**config.mk**
```make
export PLATFORM = sky130hd
export DESIGN_NAME = mssr_regs
export DESIGN_NICKNAME = d
export VERILOG_FILES = /design/src/rtl/mssr_pkg.sv /design/src/rtl/mssr_regs.sv
export SDC_FILE = /design/constraint.sdc
export NUM_CORES = 1
export LEC_CHECK = 0
export ABC_AREA = 0
export BUFFER_PORTS_ARGS = -buffer_cell sky130_fd_sc_hd__buf_2
export CAP_MARGIN = 20
export CORE_UTILIZATION = 25
export DETAILED_ROUTE_END_ITERATION = 6
export MAX_ROUTING_LAYER = met4
export PLACE_DENSITY = 0.41
export SYNTH_ARGS = -nofsm -noshare
export SYNTH_HDL_FRONTEND = slang
export SYNTH_SLANG_ARGS = --single-unit
```
**constraint.sdc**
```tcl
create_clock -name i_ref_clk -period 3.2 [get_ports i_ref_clk]
set_clock_uncertainty 0.05 [all_clocks]
set_input_delay 0 -clock i_ref_clk [delete_from_list [all_inputs] [get_ports i_ref_clk]]
set_output_delay 0 -clock i_ref_clk [all_outputs]
set_load 0.03 [all_outputs]
```
**src/rtl/mssr_pkg.sv**
```systemverilog
package mssr_pkg;
  // register offsets
  localparam logic [7:0] OFS_RATE_AVG_STATUS = 8'h08;
  localparam logic [7:0] OFS_BUS_ERROR_FLAGS = 8'h09;
  localparam logic [7:0] OFS_BUS_WDT_CONFIG = 8'h0A;
  localparam logic [7:0] OFS_IRQ_PIN_CONFIG = 8'h2E;
  localparam logic [7:0] OFS_INBAND_IRQ_CONFIG = 8'h2F;
  localparam logic [7:0] OFS_IRQ_STATUS = 8'h30;
  // reset values
  localparam logic [7:0] RST_BYTE = 8'h00;
  // field positions
  localparam int BIT_AVG_LO = 4;
  localparam int BIT_ERR_PARITY = 0;
  localparam int BIT_ERR_S0S1 = 3;
  localparam int BIT_WDT_EN = 0;
  localparam int BIT_WDT_SEL = 1;
  localparam int BIT_MODE = 0;
  localparam int BIT_POL = 1;
  localparam int BIT_DRV = 2;
  localparam int BIT_OUT_EN = 4;
  localparam int BIT_DRDY_EN = 7;
  localparam int BIT_IBI_MAP = 0;
  localparam int BIT_IBI_CLR = 4;
  localparam int BIT_DRDY = 2;
  // writable bits
  localparam logic [7:0] MASK_WDT = 8'h03;
  localparam logic [7:0] MASK_IRQ_PIN = 8'h97;
  localparam logic [7:0] MASK_INBAND = 8'h11;
  // timing
  localparam int CLK_PERIOD_NS = 10;
  localparam int WDT_SHORT_NS = 1280000;
  localparam int WDT_LONG_NS = 40960000;
  localparam int S0S1_HOLD_NS = 60000;
  localparam int WDT_SHORT_CYC = WDT_SHORT_NS / CLK_PERIOD_NS;
  localparam int WDT_LONG_CYC = WDT_LONG_NS / CLK_PERIOD_NS;
  localparam int S0S1_HOLD_CYC = S0S1_HOLD_NS / CLK_PERIOD_NS;
  localparam logic [2:0] PULSE_CYC = 3'h4;
  localparam int CNT_W = 23;
endpackage

```
**src/rtl/mssr_regs.sv**
```systemverilog
`timescale 1ns/1ps
module mssr_regs
  import mssr_pkg::*;
#(
  parameter int WDT_SHORT = WDT_SHORT_CYC,
  parameter int WDT_LONG = WDT_LONG_CYC,
  parameter int S0S1_HOLD = S0S1_HOLD_CYC,
  parameter bit EARLY_REV = 1'b0
) (
  // clock and reset
  input wire logic i_ref_clk,
  input wire logic i_rst,
  // register access from bus controller
  input wire logic [7:0] i_reg_addr,
  input wire logic i_reg_wr,
  input wire logic i_reg_rd,
  input wire logic [7:0] i_reg_wdata,
  output logic [7:0] o_reg_rdata,
  // power unit state
  input wire logic [3:0] i_eff_odr,
  input wire logic [1:0] i_eff_avg,
  // bus error events
  input wire logic i_parity_err,
  input wire logic i_s0s1_err,
  input wire logic i_hdr_exit,
  // watchdog
  input wire logic i_bus_stall,
  output logic o_wdt_timeout,
  // data ready and in-band interrupt
  input wire logic i_drdy_event,
  input wire logic i_ibi_done,
  output logic o_ibi_req,
  // interrupt pin
  output logic o_int_out,
  output logic o_int_oe
);

  ////////////////////////////////////////////////////////////////////////////
  logic [1:0] wdt_cfg_q;
  logic [7:0] pin_cfg_q;
  logic [7:0] ibi_cfg_q;
  logic err_par_q;
  logic err_s0s1_q;
  logic drdy_q;
  logic ibi_q;
  logic [CNT_W-1:0] hold_cnt_q;
  logic [CNT_W-1:0] wdt_cnt_q;
  logic [2:0] pulse_cnt_q;
  logic wr_err;
  logic rd_err;
  logic wr_stat;
  logic rd_stat;
  logic drdy_set;
  logic [CNT_W-1:0] wdt_lim;
  logic out_en;
  logic active;
  logic level;

  function automatic logic hit(input logic en, input logic [7:0] ofs);
    hit = en && (i_reg_addr == ofs);
  endfunction

  assign wr_err = hit(i_reg_wr, OFS_BUS_ERROR_FLAGS);
  assign rd_err = hit(i_reg_rd, OFS_BUS_ERROR_FLAGS);
  assign wr_stat = hit(i_reg_wr, OFS_IRQ_STATUS);
  assign rd_stat = hit(i_reg_rd, OFS_IRQ_STATUS);
  assign drdy_set = i_drdy_event && pin_cfg_q[BIT_DRDY_EN];

  ////////////////////////////////////////////////////////////////////////////
  // configuration bytes
  always_ff @(posedge i_ref_clk) begin
    if (i_rst) begin
      wdt_cfg_q <= RST_BYTE[1:0];
      pin_cfg_q <= RST_BYTE;
      ibi_cfg_q <= RST_BYTE;
    end else begin
      if (hit(i_reg_wr, OFS_BUS_WDT_CONFIG)) begin
        wdt_cfg_q <= i_reg_wdata[1:0] & MASK_WDT[1:0];
      end
      if (hit(i_reg_wr, OFS_IRQ_PIN_CONFIG)) begin
        pin_cfg_q <= i_reg_wdata & MASK_IRQ_PIN;
      end
      if (hit(i_reg_wr, OFS_INBAND_IRQ_CONFIG)) begin
        ibi_cfg_q <= i_reg_wdata & MASK_INBAND;
      end
    end
  end

  ////////////////////////////////////////////////////////////////////////////
  // read data, registered one cycle after the strobe
  always_ff @(posedge i_ref_clk) begin
    if (i_rst) begin
      o_reg_rdata <= RST_BYTE;
    end else if (i_reg_rd) begin
      case (i_reg_addr)
        OFS_RATE_AVG_STATUS: begin
          o_reg_rdata <= {2'h0, i_eff_avg, i_eff_odr};
        end
        OFS_BUS_ERROR_FLAGS: begin
          o_reg_rdata <= RST_BYTE;
          o_reg_rdata[BIT_ERR_PARITY] <= err_par_q;
          o_reg_rdata[BIT_ERR_S0S1] <= err_s0s1_q;
        end
        OFS_BUS_WDT_CONFIG: o_reg_rdata <= {6'h00, wdt_cfg_q};
        // earliest revision shows the output gate as reserved
        OFS_IRQ_PIN_CONFIG: begin
          o_reg_rdata <= pin_cfg_q;
          if (EARLY_REV) begin
            o_reg_rdata[BIT_OUT_EN] <= 1'b0;
          end
        end
        OFS_INBAND_IRQ_CONFIG: o_reg_rdata <= ibi_cfg_q;
        OFS_IRQ_STATUS: begin
          o_reg_rdata <= RST_BYTE;
          o_reg_rdata[BIT_DRDY] <= drdy_q;
        end
        default: o_reg_rdata <= RST_BYTE;
      endcase
    end
  end

  ////////////////////////////////////////////////////////////////////////////
  // bus error flags; a new event always beats a clear
  always_ff @(posedge i_ref_clk) begin
    if (i_rst) begin
      err_par_q <= 1'b0;
    end else if (i_parity_err) begin
      err_par_q <= 1'b1;
    end else if (rd_err) begin
      err_par_q <= 1'b0;
    end else if (wr_err && i_reg_wdata[BIT_ERR_PARITY]) begin
      err_par_q <= 1'b0;
    end
  end

  always_ff @(posedge i_ref_clk) begin
    if (i_rst) begin
      err_s0s1_q <= 1'b0;
      hold_cnt_q <= '0;
    end else if (i_s0s1_err) begin
      err_s0s1_q <= 1'b1;
      hold_cnt_q <= '0;
    end else if (err_s0s1_q) begin
      hold_cnt_q <= hold_cnt_q + CNT_W'(1);
      if (i_hdr_exit || hold_cnt_q == CNT_W'(S0S1_HOLD - 1)) begin
        err_s0s1_q <= 1'b0;
      end else if (rd_err) begin
        err_s0s1_q <= 1'b0;
      end else if (wr_err && i_reg_wdata[BIT_ERR_S0S1]) begin
        err_s0s1_q <= 1'b0;
      end
    end
  end

  ////////////////////////////////////////////////////////////////////////////
  // watchdog: runs only while the bus is held in a stalled state
  assign wdt_lim = wdt_cfg_q[BIT_WDT_SEL] ? CNT_W'(WDT_LONG - 1)
                                          : CNT_W'(WDT_SHORT - 1);

  always_ff @(posedge i_ref_clk) begin
    if (i_rst) begin
      wdt_cnt_q <= '0;
      o_wdt_timeout <= 1'b0;
    end else begin
      o_wdt_timeout <= 1'b0;
      if (!wdt_cfg_q[BIT_WDT_EN] || !i_bus_stall) begin
        wdt_cnt_q <= '0;
      end else if (wdt_cnt_q >= wdt_lim) begin
        wdt_cnt_q <= '0;
        o_wdt_timeout <= 1'b1;
      end else begin
        wdt_cnt_q <= wdt_cnt_q + CNT_W'(1);
      end
    end
  end

  ////////////////////////////////////////////////////////////////////////////
  // data-ready status and in-band interrupt
  always_ff @(posedge i_ref_clk) begin
    if (i_rst) begin
      drdy_q <= 1'b0;
    end else if (drdy_set) begin
      drdy_q <= 1'b1;
    end else if (rd_stat || (wr_stat && i_reg_wdata[BIT_DRDY])) begin
      drdy_q <= 1'b0;
    end else if (i_ibi_done && ibi_q && ibi_cfg_q[BIT_IBI_CLR]) begin
      drdy_q <= 1'b0;
    end
  end

  always_ff @(posedge i_ref_clk) begin
    if (i_rst) begin
      ibi_q <= 1'b0;
    end else if (drdy_set && ibi_cfg_q[BIT_IBI_MAP]) begin
      ibi_q <= 1'b1;
    end else if (i_ibi_done) begin
      ibi_q <= 1'b0;
    end
  end
  assign o_ibi_req = ibi_q;

  ////////////////////////////////////////////////////////////////////////////
  // interrupt pin
  always_ff @(posedge i_ref_clk) begin
    if (i_rst) begin
      pulse_cnt_q <= 3'h0;
    end else if (drdy_set) begin
      pulse_cnt_q <= PULSE_CYC;
    end else if (pulse_cnt_q != 3'h0) begin
      pulse_cnt_q <= pulse_cnt_q - 3'h1;
    end
  end

  // the gate does not exist on the earliest revision, so it stays open
  assign out_en = EARLY_REV || pin_cfg_q[BIT_OUT_EN];
  assign active = out_en && (pin_cfg_q[BIT_MODE]
                             ? drdy_q : pulse_cnt_q != 3'h0);
  assign level = pin_cfg_q[BIT_POL] ? active : !active;

  always_ff @(posedge i_ref_clk) begin
    if (i_rst) begin
      o_int_out <= 1'b0;
      o_int_oe <= 1'b0;
    end else if (pin_cfg_q[BIT_DRV]) begin
      o_int_out <= level;
      o_int_oe <= 1'b1;
    end else begin
      o_int_out <= 1'b0;
      o_int_oe <= !level;
    end
  end

  ////////////////////////////////////////////////////////////////////////////
  property p_status_read;
    @(posedge i_ref_clk) disable iff (i_rst)
      hit(i_reg_rd, OFS_RATE_AVG_STATUS) |=>
        o_reg_rdata == {2'h0, $past(i_eff_avg), $past(i_eff_odr)};
  endproperty
  a_status_read: assert property (p_status_read)
    else $error("rate status byte wrong");

  property p_err_read_clear;
    @(posedge i_ref_clk) disable iff (i_rst)
      rd_err && !i_parity_err && !i_s0s1_err |=> !err_par_q && !err_s0s1_q;
  endproperty
  a_err_read_clear: assert property (p_err_read_clear)
    else $error("error flags survive read");

  property p_err_w1c;
    @(posedge i_ref_clk) disable iff (i_rst)
      err_par_q && wr_err && !i_reg_wdata[BIT_ERR_PARITY] && !rd_err
        |=> err_par_q;
  endproperty
  a_err_w1c: assert property (p_err_w1c)
    else $error("write zero cleared flag");

  property p_parity_set;
    @(posedge i_ref_clk) disable iff (i_rst)
      i_parity_err |=> err_par_q ##1 (err_par_q || $past(rd_err || wr_err));
  endproperty
  a_parity_set: assert property (p_parity_set)
    else $error("parity flag not set");

  property p_s0s1_hold;
    @(posedge i_ref_clk) disable iff (i_rst)
      i_s0s1_err && !i_hdr_exit |=> err_s0s1_q;
  endproperty
  a_s0s1_hold: assert property (p_s0s1_hold)
    else $error("s0s1 flag not set");

  property p_s0s1_hdr;
    @(posedge i_ref_clk) disable iff (i_rst)
      err_s0s1_q && i_hdr_exit && !i_s0s1_err |=> !err_s0s1_q;
  endproperty
  a_s0s1_hdr: assert property (p_s0s1_hdr)
    else $error("s0s1 flag not cleared by hdr exit");

  property p_wdt_off;
    @(posedge i_ref_clk) disable iff (i_rst)
      !wdt_cfg_q[BIT_WDT_EN] |=> !o_wdt_timeout;
  endproperty
  a_wdt_off: assert property (p_wdt_off)
    else $error("timeout while watchdog disabled");

  property p_wdt_limit;
    @(posedge i_ref_clk) disable iff (i_rst)
      o_wdt_timeout |-> $past(wdt_cnt_q) == $past(wdt_lim);
  endproperty
  a_wdt_limit: assert property (p_wdt_limit)
    else $error("timeout at wrong count");

  property p_latched_pin;
    @(posedge i_ref_clk) disable iff (i_rst)
      pin_cfg_q[BIT_MODE] && pin_cfg_q[BIT_DRV] && out_en && drdy_q
        && $stable(pin_cfg_q) |=> o_int_out == pin_cfg_q[BIT_POL];
  endproperty
  a_latched_pin: assert property (p_latched_pin)
    else $error("latched pin not active");

  property p_od_drive;
    @(posedge i_ref_clk) disable iff (i_rst)
      !pin_cfg_q[BIT_DRV] |=> !o_int_out;
  endproperty
  a_od_drive: assert property (p_od_drive)
    else $error("open drain drove high");

  property p_pulse_width;
    @(posedge i_ref_clk) disable iff (i_rst)
      drdy_set |=> (pulse_cnt_q != 3'h0 || drdy_set) [*4];
  endproperty
  a_pulse_width: assert property (p_pulse_width)
    else $error("pulse too short");

  property p_drdy_gate;
    @(posedge i_ref_clk) disable iff (i_rst)
      i_drdy_event && !pin_cfg_q[BIT_DRDY_EN] && !drdy_q |=> !drdy_q;
  endproperty
  a_drdy_gate: assert property (p_drdy_gate)
    else $error("disabled data-ready set flag");

  property p_ibi_req;
    @(posedge i_ref_clk) disable iff (i_rst)
      drdy_set && ibi_cfg_q[BIT_IBI_MAP] |=> o_ibi_req;
  endproperty
  a_ibi_req: assert property (p_ibi_req)
    else $error("in-band request missing");

  property p_ibi_clear;
    @(posedge i_ref_clk) disable iff (i_rst)
      ibi_q && i_ibi_done && ibi_cfg_q[BIT_IBI_CLR] && !drdy_set |=> !drdy_q;
  endproperty
  a_ibi_clear: assert property (p_ibi_clear)
    else $error("auto clear missing");

  property p_stat_read;
    @(posedge i_ref_clk) disable iff (i_rst)
      rd_stat && !drdy_set |=> !drdy_q;
  endproperty
  a_stat_read: assert property (p_stat_read)
    else $error("status not cleared on read");

endmodule

```
==> run metrics, run 1 <==
share of cells above drive strength 1=roughly 15%; initial detailed-routing violation count=96; WL per Instance=14.0 um; stages on the worst setup path=7; Final min period=roughly 2.4 ns; Initial DRT Pass Iterations=4; Final Hold Fails=0; VDD IR max=267 uV; mapped cell area=approximately 0.0037 mm2; via count=roughly 3200; CTS buffer count=9; top post-synthesis cells by area=dfxtp_1, ha_1, mux2i_1, a21oi_1, xor2_1; Sum Neg Setup Slack=0 ns; CTS tree=built; Worst Setup End Kind=flip-flop; commonest non-fill, non-tap cells in the layout=dfxtp_1, buf_2, a21oi_1, nor2_1, nand2_1; Starting Density=between 20% and 30%; YS warnings=0; status=finished, final reports clean; Setup Fix Bufs, Post-CTS=0; core area=0.0145 mm2; Setup WS post-layout=slightly below 0.8 ns; RSZ-0062 raised after global routing=no; Chip Width=roughly 120 um; Ant. Diodes=0; drt via density=roughly 5.0; Final period util=~75%; crit path cell chain=inv_1, ha_1, nand4b_1, or4_1, a21oi_2, buf_12, nor3_1; clk_lat worst skew=approximately 0.34 ns; Mapped Cells=418; asr flop ratio synth=0%; Worst Path Buf+Inv=2; ANT nets after route=0; IO Pins=44; Max Fanout on Critical Path=18; initial antenna violation count=0; GRT Overall Usage=~13%; Worst Tran Pin Value=about 0.8 ns; pre-CTS setup slack=between 0.7 and 0.8 ns; Final Max Tran Viols=0; leakage=around 1.6 nW; height of the die=123 um; Max stage delay on crit path=0.55 ns; Mapped Avg Cell Area=between 8 and 9 um2; die area=roughly 0.015 mm2; post-synthesis cell type count=57; H-tree depth=3; WP data arrival=between 2 and 3 ns; PwrDens=493 mW/mm2; Seq/Total Area, Yosys=about two fifths; register-to-register setup slack=0.79 ns; Nets=approximately 510; FP Rows=44; Worst-path clk slew=about 0.06 ns; Max Cap Viol=0; area growth from synthesis to layout=22.5%; Port Buffer Count=40; worst min path class=in -> reg; most common cell after layout, fill and taps aside=dfxtp_1; number of endpoints failing setup at the final stage=0; Peak Freq=414 MHz; DP HPWL=6.36 mm; Clock Path Buffers=2; Yosys top cell by area=dfxtp_1; crit start category=flip-flop; WHS Path Cells=3; critical path's top delay family=simple AND/OR/NAND/NOR gates; Syn Nets=between 400 and 500; GRT overflow=0; largest net degree at the start of global routing=26; CP required=between 3 and 4 ns; top cell type's share of synthesized area=39.1%; main flop type after synthesis=dfxtp_1; type of the worst setup path=reg -> reg; first-pass GRT wire length=about 15 mm; synthesis-stage register bit count=72; residual DRC count=0; R2R depth=7; Total Wirelength=9.17 mm; Finished Cell Area=about 0.0045 mm2; Post-Layout Cell Count=about 650; Slew headroom=a little under half; gpl congestion=0.720; Placed Instances=around 620; vias in the first global route=about 3100; TritonCTS Sinks=72; Slowest cell on crit path=or4_1; number of synthesized flops with an enable pin=0; Cell Area, Placed=0.00404 mm2; clk root buf=clkbuf_16
routing by layer:
layer | global-route usage [%] | share of wire, %
met2 | 21.1 | 47
met5 | - | 0
met3 | 4.84 | 4.2
met4 | 4.37 | 1.2
met1 | 15.7 | 48
synth_stat cells (all sizes together) (2+ instances only):
cell type and number:
nor2b 3, xor2 13, mux2i 15, or4 13
nor3b 2, buf 10, o2bb2ai 2, o31a 2
clkbuf 12, o211ai 2, nor2 27, a21oi 29
o31ai 12, dfxtp 72, and4 6, nor3 18
mux2 2, a211oi 11, inv 14, and2 7
nor4 7, nor4b 3, ha 13, nand2 23
nand3 18, and3 8, a31oi 3, o21ai 12
nand2b 4, or3 13, xnor2 9, nand4 18
stage by stage:
stage                     total power [W]  hold WS [ns]  util (%)
final                             0.00223        0.0165      31.2
after CTS                         0.00228      0.000384      31.2
after global routing              0.00233        0.0108      31.2
after floorplan                   0.00105        0.0795         -
after global placement            0.00109         0.190      27.9
after detailed placement          0.00110         0.197      27.9
where the power goes:
part	internal (W)	switching, W	leakage, nW	total (W)
Combinational	0.0000729	0.0000867	0.897	0.000160
Clock	0.000755	0.000385	0.169	0.00114
Sequential	0.000916	0.0000119	0.581	0.000928
Total	0.00174	0.000484	1.65	0.00223
cell type report:
class	instances	area, um2
fillers	1553	9960
inverters	15	56.3
repair buffers	57	375
well taps	184	230
flip-flops and latches	72	1440
multi-input cells	309	2080
clock buffers	9	225
clock inverters	7	110
registers in the layout, summed over array words and instances (netlist names):
| register | flops |
|---|---|
| wdt_cnt_q | 23 |
| err_s0s1_q | 1 |
| drdy_q | 1 |
| wdt_cfg_q | 2 |
| o_int_out | 1 |
| pin_cfg_q | 5 |
| o_int_oe | 1 |
| o_wdt_timeout | 1 |
| hold_cnt_q | 23 |
| pulse_cnt_q | 3 |
| o_reg_rdata | 7 |
| err_par_q | 1 |
| ibi_cfg_q | 2 |
| o_ibi_req | 1 |
worst min-delay path, delay by kind of cell:
kind                   cells  cell delay (ns)
AND/OR/NAND/NOR            1             0.16
AO/OA/AOI/OAI              1             0.13
buffers and inverters      1             0.08
logic make-up after synthesis:
kind of cell / share of synthesized area (%)
flops: 39.1
xor+xnor: 5.22
mux: 4.68
fa+ha+maj: 4.41
compound gates: 14.1
buf+inv: 4.54
other cells: 0.102
simple gates: 27.8
path summary, 6_finish.rpt:
kind	start	end
min reg2reg	wdt_cnt_q[0]$_SDFF_PP0_	wdt_cnt_q[0]$_SDFF_PP0_
max reg2reg	wdt_cfg_q[1]$_SDFFE_PP0P_	wdt_cnt_q[3]$_SDFF_PP0_
min	i_bus_stall	o_wdt_timeout$_SDFF_PP0_
max	wdt_cfg_q[1]$_SDFFE_PP0P_	wdt_cnt_q[3]$_SDFF_PP0_
timing repair:
| action | in CTS | in global routing |
|---|---|---|
| hold buffers | 14 | 0 |
| endpoints found under the hold margin | 18 | 0 |
| resized for setup | 0 | 0 |
Note: power is estimated with default switching activity, not from simulation.
==> run 2, diff against run 1 <==
PLACE_DENSITY = 0.42   (was 0.41)
clock period = 2.2 ns   (was 3.2 ns; I/O delays follow)
==> run metrics, run 2 (synthesis results as in run 1) <==
Ant. Diodes=0 (unchanged); CTS buffer count=9 (unchanged); Max Fanout on Critical Path=7 (was 18); clk_lat worst skew=0.33 ns (was 0.34 ns); met1 Use GR=16.6% (was 15.7%); largest net degree at the start of global routing=25 (was 26); Max stage delay on crit path=0.56 ns (was 0.55 ns); clk root buf=clkbuf_16 (unchanged); Worst-path clk slew=0.06 ns (about the same); FP Rows=44 (unchanged); TritonCTS Sinks=72 (unchanged); residual DRC count=0 (unchanged); area growth from synthesis to layout=24.0% (was 22.5%); PwrDens=652 mW/mm2 (was 493 mW/mm2); first-pass GRT wire length=15.6 mm (was 15.2 mm); largest registers=hold_cnt_q x23, wdt_cnt_q x23, o_reg_rdata x7 (unchanged); vias in the first global route=3184 (was 3109); Nets=521 (was 509); GRT Overall Usage=13.6% (was 13.4%); sequential share of power=45.2% (was 41.6%); gpl congestion=0.739 (was 0.720); WHS Path Cells=4 (was 3); crit start category=flip-flop (unchanged); Worst Setup End Kind=flip-flop (unchanged); status=finished, final reports clean (unchanged); Max Cap Viol=0 (unchanged); CTS tree=built (unchanged); die area=0.0152 mm2 (unchanged); Peak Freq=484 MHz (was 414 MHz); Clock Path Buffers=2 (unchanged); Total Wirelength=9.19 mm (was 9.17 mm); Sw Ratio=23.0% (was 21.7%); type of the worst setup path=reg -> reg (unchanged); P_sw=0.000684 W (was 0.000484 W); WL per Instance=13.8 um (was 14.0 um); drt via density=4.88 (was 4.97); Gate power share=7.9% (was 7.2%); Final period util=93.8% (was 75.4%); met2 usage=21.6% (was 21.1%); DP HPWL=6.63 mm (was 6.36 mm); number of endpoints failing setup at the final stage=0 (unchanged); RSZ-0062 raised after global routing=no (unchanged); IO Pins=44 (unchanged); Setup Fix Bufs, Post-CTS=0 (unchanged); leakage=1.69 nW (was 1.65 nW); Slowest cell on crit path=or4_1 (unchanged); worst min path class=in -> reg (unchanged); Chip Width=123 um (unchanged); H-tree depth=3 (unchanged); power consumption=0.00298 W (was 0.00223 W); Initial DRT Pass Iterations=4 (unchanged); most common cell after layout, fill and taps aside=dfxtp_1 (unchanged); Port Buffer Count=40 (unchanged); Pint=0.00230 W (was 0.00174 W); share of cells above drive strength 1=17.7% (was 15.4%); via count=3245 (was 3244); commonest non-fill, non-tap cells in the layout=dfxtp_1, buf_2, a21oi_1, nor2_1, nand2_1 (unchanged); height of the die=123 um (unchanged); Starting Density=25.5% (unchanged); VDD IR max=335 uV (was 267 uV); CP required=2.43 ns (was 3.36 ns); GRT overflow=0 (unchanged); core area=0.0145 mm2 (unchanged); crit path cell chain=inv_2, ha_1, nand4b_1, or4_1, a21oi_2, buf_4, o31a_1 (was inv_1, ha_1, nand4b_1, or4_1, a21oi_2, buf_12, nor3_1); initial antenna violation count=0 (unchanged); Final Hold Fails=0 (unchanged); Clk pwr share=46.8% (was 51.2%); Final min period=2.06 ns (was 2.41 ns); GR Layer Usage met3=2.40% (was 4.84%); gr busiest metal=met2 (unchanged); Sum Neg Setup Slack=0 ns (unchanged); Final Max Tran Viols=0 (unchanged); R2R depth=7 (unchanged); WP data arrival=2.29 ns (was 2.57 ns); ANT nets after route=0 (unchanged); initial detailed-routing violation count=164 (was 96)
[run 2: stage by stage]
step	utilization (%)	setup WS, ns	hold slack (ns)	cell area (um2)	instances
after floorplan	-	0.0945	0.0795	3690	418
after global placement	28.7	0.129	0.194	4150	636
after detailed placement	28.7	0.0896	0.188	4150	636
after CTS	31.6	0.0743	0.00617	4570	665
after global routing	31.6	0.00482	0.0360	4570	665
final	31.6	0.136	0.0156	4570	665
[run 2: final cells by class]
cell class	count	area (um2)
Clock buffer	14	274
Clock inverter	2	12.5
Fill cell	1506	9900
Inverter	15	56.3
Multi-Input combinational cell	309	2080
Sequential cell	72	1440
Tap cell	184	230
Timing Repair Buffer	69	475
[run 2: final timing paths]
check / startpoint / endpoint / slack (ns)
worst min-delay path: i_rst / o_reg_rdata[0]$_SDFFE_PP0P_ / 0.02
worst max-delay path: wdt_cfg_q[1]$_SDFFE_PP0P_ / o_wdt_timeout$_SDFF_PP0_ / 0.14
worst max register to register: wdt_cfg_q[1]$_SDFFE_PP0P_ / o_wdt_timeout$_SDFF_PP0_ / 0.14
worst min register to register: wdt_cnt_q[0]$_SDFF_PP0_ / wdt_cnt_q[0]$_SDFF_PP0_ / 0.40
[run 2: metal layers]
layer  up-vias  part of all wire (%)
met3        13                   2.8
li1       1672                     -
met4         0                   1.9
met5         -                     0
met1      1525                    49
met2        35                    47
[run 2: critical path: cells and delay by family (launching register included)]
kind | cells | cell delay, ns
flip-flops | 1 | 0.34
AO/OA/AOI/OAI | 2 | 0.31
AND/OR/NAND/NOR | 2 | 0.71
buffers and inverters | 2 | 0.28
adder cells (fa/ha/maj) | 1 | 0.31
[run 2: power by group through the flow]
stage                     Combinational (W)  Clock, W  Sequential, W
after global routing               0.000273   0.00150        0.00135
final                              0.000236   0.00140        0.00135
after floorplan                    0.000155         0        0.00137
after detailed placement           0.000222         0        0.00138
after global placement             0.000218         0        0.00138
after CTS                          0.000241   0.00145        0.00135
[run 2: what timing repair did]
item,4_1_cts,5_1_grt
gates resized for setup,0,2
hold endpoints to repair,19,0
setup endpoints to repair,0,26
hold buffers,13,0
==> run 3, diff against run 2 <==
CORE_UTILIZATION = 46   (was 25)
PLACE_DENSITY = 0.68   (was 0.42)
==> run metrics, run 3 (synthesis results as in run 1) <==
R2R depth=7 (unchanged); largest registers=hold_cnt_q x23, wdt_cnt_q x23, o_reg_rdata x7 (unchanged); Pint=0.00195 W (was 0.00230 W); Port Buffer Count=40 (unchanged); Nets=522 (was 521); clk root buf=clkbuf_8 (was clkbuf_16); RSZ-0062 raised after global routing=yes (was no); WP data arrival=2.25 ns (was 2.29 ns); Final period util=94.3% (was 93.8%); fillers=725 (was 1506); Peak Freq=482 MHz (was 484 MHz); area growth from synthesis to layout=18.2% (was 24.0%); pre-CTS setup slack=0.0358 ns (was 0.0896 ns); Sw Ratio=24.5% (was 23.0%); PwrDens=593 mW/mm2 (was 652 mW/mm2); Worst-path clk slew=0.07 ns (was 0.06 ns); Starting Density=47.7% (was 25.5%); register-to-register setup slack=0.13 ns (was 0.14 ns); gpl congestion=0.815 (was 0.739); Max Cap Viol=0 (unchanged); worst hold slack=0.0240 ns (was 0.0156 ns); Final min period=2.07 ns (was 2.06 ns); Hold Path Sink=o_wdt_timeout$_SDFF_PP0_ (was o_reg_rdata[0]$_SDFFE_PP0P_); Gate power share=9.0% (was 7.9%); CP required=2.37 ns (was 2.43 ns); VDD IR max=257 uV (was 335 uV); drt via density=5.64 (was 4.88); core area=0.00773 mm2 (was 0.0145 mm2); worst min path class=in -> reg (unchanged); CTS tree=built (unchanged); vias in the first global route=3163 (was 3184); Final Hold Fails=0 (unchanged); die area=0.00838 mm2 (was 0.0152 mm2); commonest non-fill, non-tap cells in the layout=dfxtp_1, buf_2, a21oi_1, nor2_1, nand2_1 (unchanged); largest net degree at the start of global routing=26 (was 25); initial antenna violation count=0 (unchanged); crit start category=flip-flop (unchanged); share of cells above drive strength 1=17.7% (unchanged); Max Fanout on Critical Path=8 (was 7); GRT Overall Usage=21.1% (was 13.6%); Worst Setup End Kind=flip-flop (unchanged); sequential share of power=52.1% (was 45.2%); initial detailed-routing violation count=136 (was 164); Initial DRT Pass Iterations=4 (unchanged); via count=3286 (was 3245); worst r2r src=wdt_cfg_q[1]$_SDFFE_PP0P_ (unchanged); most common cell after layout, fill and taps aside=dfxtp_1 (unchanged); CTS buffer count=9 (unchanged); H-tree depth=3 (unchanged); worst reg2reg endpoint=wdt_cnt_q[14]$_SDFF_PP0_ (was o_wdt_timeout$_SDFF_PP0_); height of the die=91.5 um (was 123 um); P_sw=0.000634 W (was 0.000684 W); Total Wirelength=8.21 mm (was 9.19 mm); type of the worst setup path=reg -> reg (unchanged); IO Pins=44 (unchanged); DP HPWL=5.70 mm (was 6.63 mm); Setup WS post-layout=0.126 ns (was 0.136 ns); Final Max Tran Viols=0 (unchanged); status=finished, final reports clean (unchanged); ANT nets after route=0 (unchanged); TritonCTS Sinks=72 (unchanged); WL per Instance=14.1 um (was 13.8 um); Ant. Diodes=0 (unchanged); number of endpoints failing setup at the final stage=0 (unchanged); FP Rows=32 (was 44); Sum Neg Setup Slack=0 ns (unchanged); leakage=1.63 nW (was 1.69 nW); HP Start=i_bus_stall (was i_rst); Clk pwr share=38.9% (was 46.8%); clk_lat worst skew=0.34 ns (was 0.33 ns); Clock Path Buffers=2 (unchanged); Chip Width=91.5 um (was 123 um); WHS Path Cells=3 (was 4); residual DRC count=0 (unchanged); first-pass GRT wire length=14.0 mm (was 15.6 mm); GRT overflow=0 (unchanged)
## run 3: cell types whose count changed in the layout (fill, tap and decap cells not counted), moves of 2 or more
cell	delta
dlygate4sd3_1	+2
clkbuf_8	+6
clkbuf_1	-2
clkbuf_16	-9
clkinv_2	+2
buf_12	-2
## run 3: through the flow
| step | utilization, % | power, W | cells | instance area, um2 |
|---|---|---|---|---|
| after CTS | 56.2 | 0.00261 | 582 | 4350 |
| after global routing | 56.4 | 0.00271 | 583 | 4360 |
| after floorplan | - | 0.00153 | 418 | 3690 |
| after global placement | 51.9 | 0.00158 | 552 | 4010 |
| after detailed placement | 51.9 | 0.00159 | 552 | 4010 |
| final | 56.4 | 0.00259 | 583 | 4360 |
## run 3: area by class of cell
type / instances / area [um2] / area share, %
timing repair buffer: 70 / 467 / 10.7
tap: 102 / 128 / 2.93
sequential: 72 / 1440 / 33.0
clock inverter: 6 / 61.3 / 1.41
clock buffer: 9 / 124 / 2.84
inverter: 15 / 56.3 / 1.29
multi-input combinational: 309 / 2080 / 47.8
## run 3: power by group through the flow
| stage | clock network [W] | registers [W] | logic, W |
|---|---|---|---|
| after global placement | 0 | 0.00138 | 0.000208 |
| final | 0.00101 | 0.00135 | 0.000233 |
| after floorplan | 0 | 0.00137 | 0.000155 |
| after CTS | 0.00103 | 0.00135 | 0.000235 |
| after detailed placement | 0 | 0.00138 | 0.000214 |
| after global routing | 0.00109 | 0.00135 | 0.000268 |
## run 3: what timing repair did
action | CTS | global route
buffers inserted | 0 | 0
hold buffers | 15 | 0
hold endpoints to repair | 20 | 0
setup endpoints to repair | 0 | 18
resized for setup | 0 | 5
## run 3: worst max-delay path, stage by stage, from the launching register on
cell and delay, ns:
dfxtp_1 0.35, inv_2 0.09, ha_1 0.31, nand4b_1 0.17
or4_1 0.57, a21oi_2 0.19, buf_4 0.20, a211oi_1 0.05
## run 3: metal layers
| metal | vias to the layer above | global-route usage, % | share of wire, % |
|---|---|---|---|
| met2 | 60 | 34.6 | 48 |
| li1 | 1670 | - | - |
| met1 | 1543 | 25.3 | 47 |
| met3 | 13 | 4.10 | 3.2 |
| met4 | 0 | 8.60 | 1.4 |
| met5 | - | - | 0 |
## run 3: worst max-delay path by stage
stage | start | endpoint | slack [ns] | cells past startpoint
after global routing | wdt_cfg_q[1]$_SDFFE_PP0P_ | wdt_cnt_q[14]$_SDFF_PP0_ | 0.01 | 7
after detailed placement | wdt_cfg_q[1]$_SDFFE_PP0P_ | wdt_cnt_q[22]$_SDFF_PP0_ | 0.04 | 7
after floorplan | wdt_cfg_q[1]$_SDFFE_PP0P_ | wdt_cnt_q[2]$_SDFF_PP0_ | 0.09 | 7
after global placement | wdt_cfg_q[1]$_SDFFE_PP0P_ | o_wdt_timeout$_SDFF_PP0_ | 0.13 | 7
final | wdt_cfg_q[1]$_SDFFE_PP0P_ | wdt_cnt_q[14]$_SDFF_PP0_ | 0.13 | 7
after CTS | wdt_cfg_q[1]$_SDFFE_PP0P_ | wdt_cnt_q[22]$_SDFF_PP0_ | 0.02 | 7
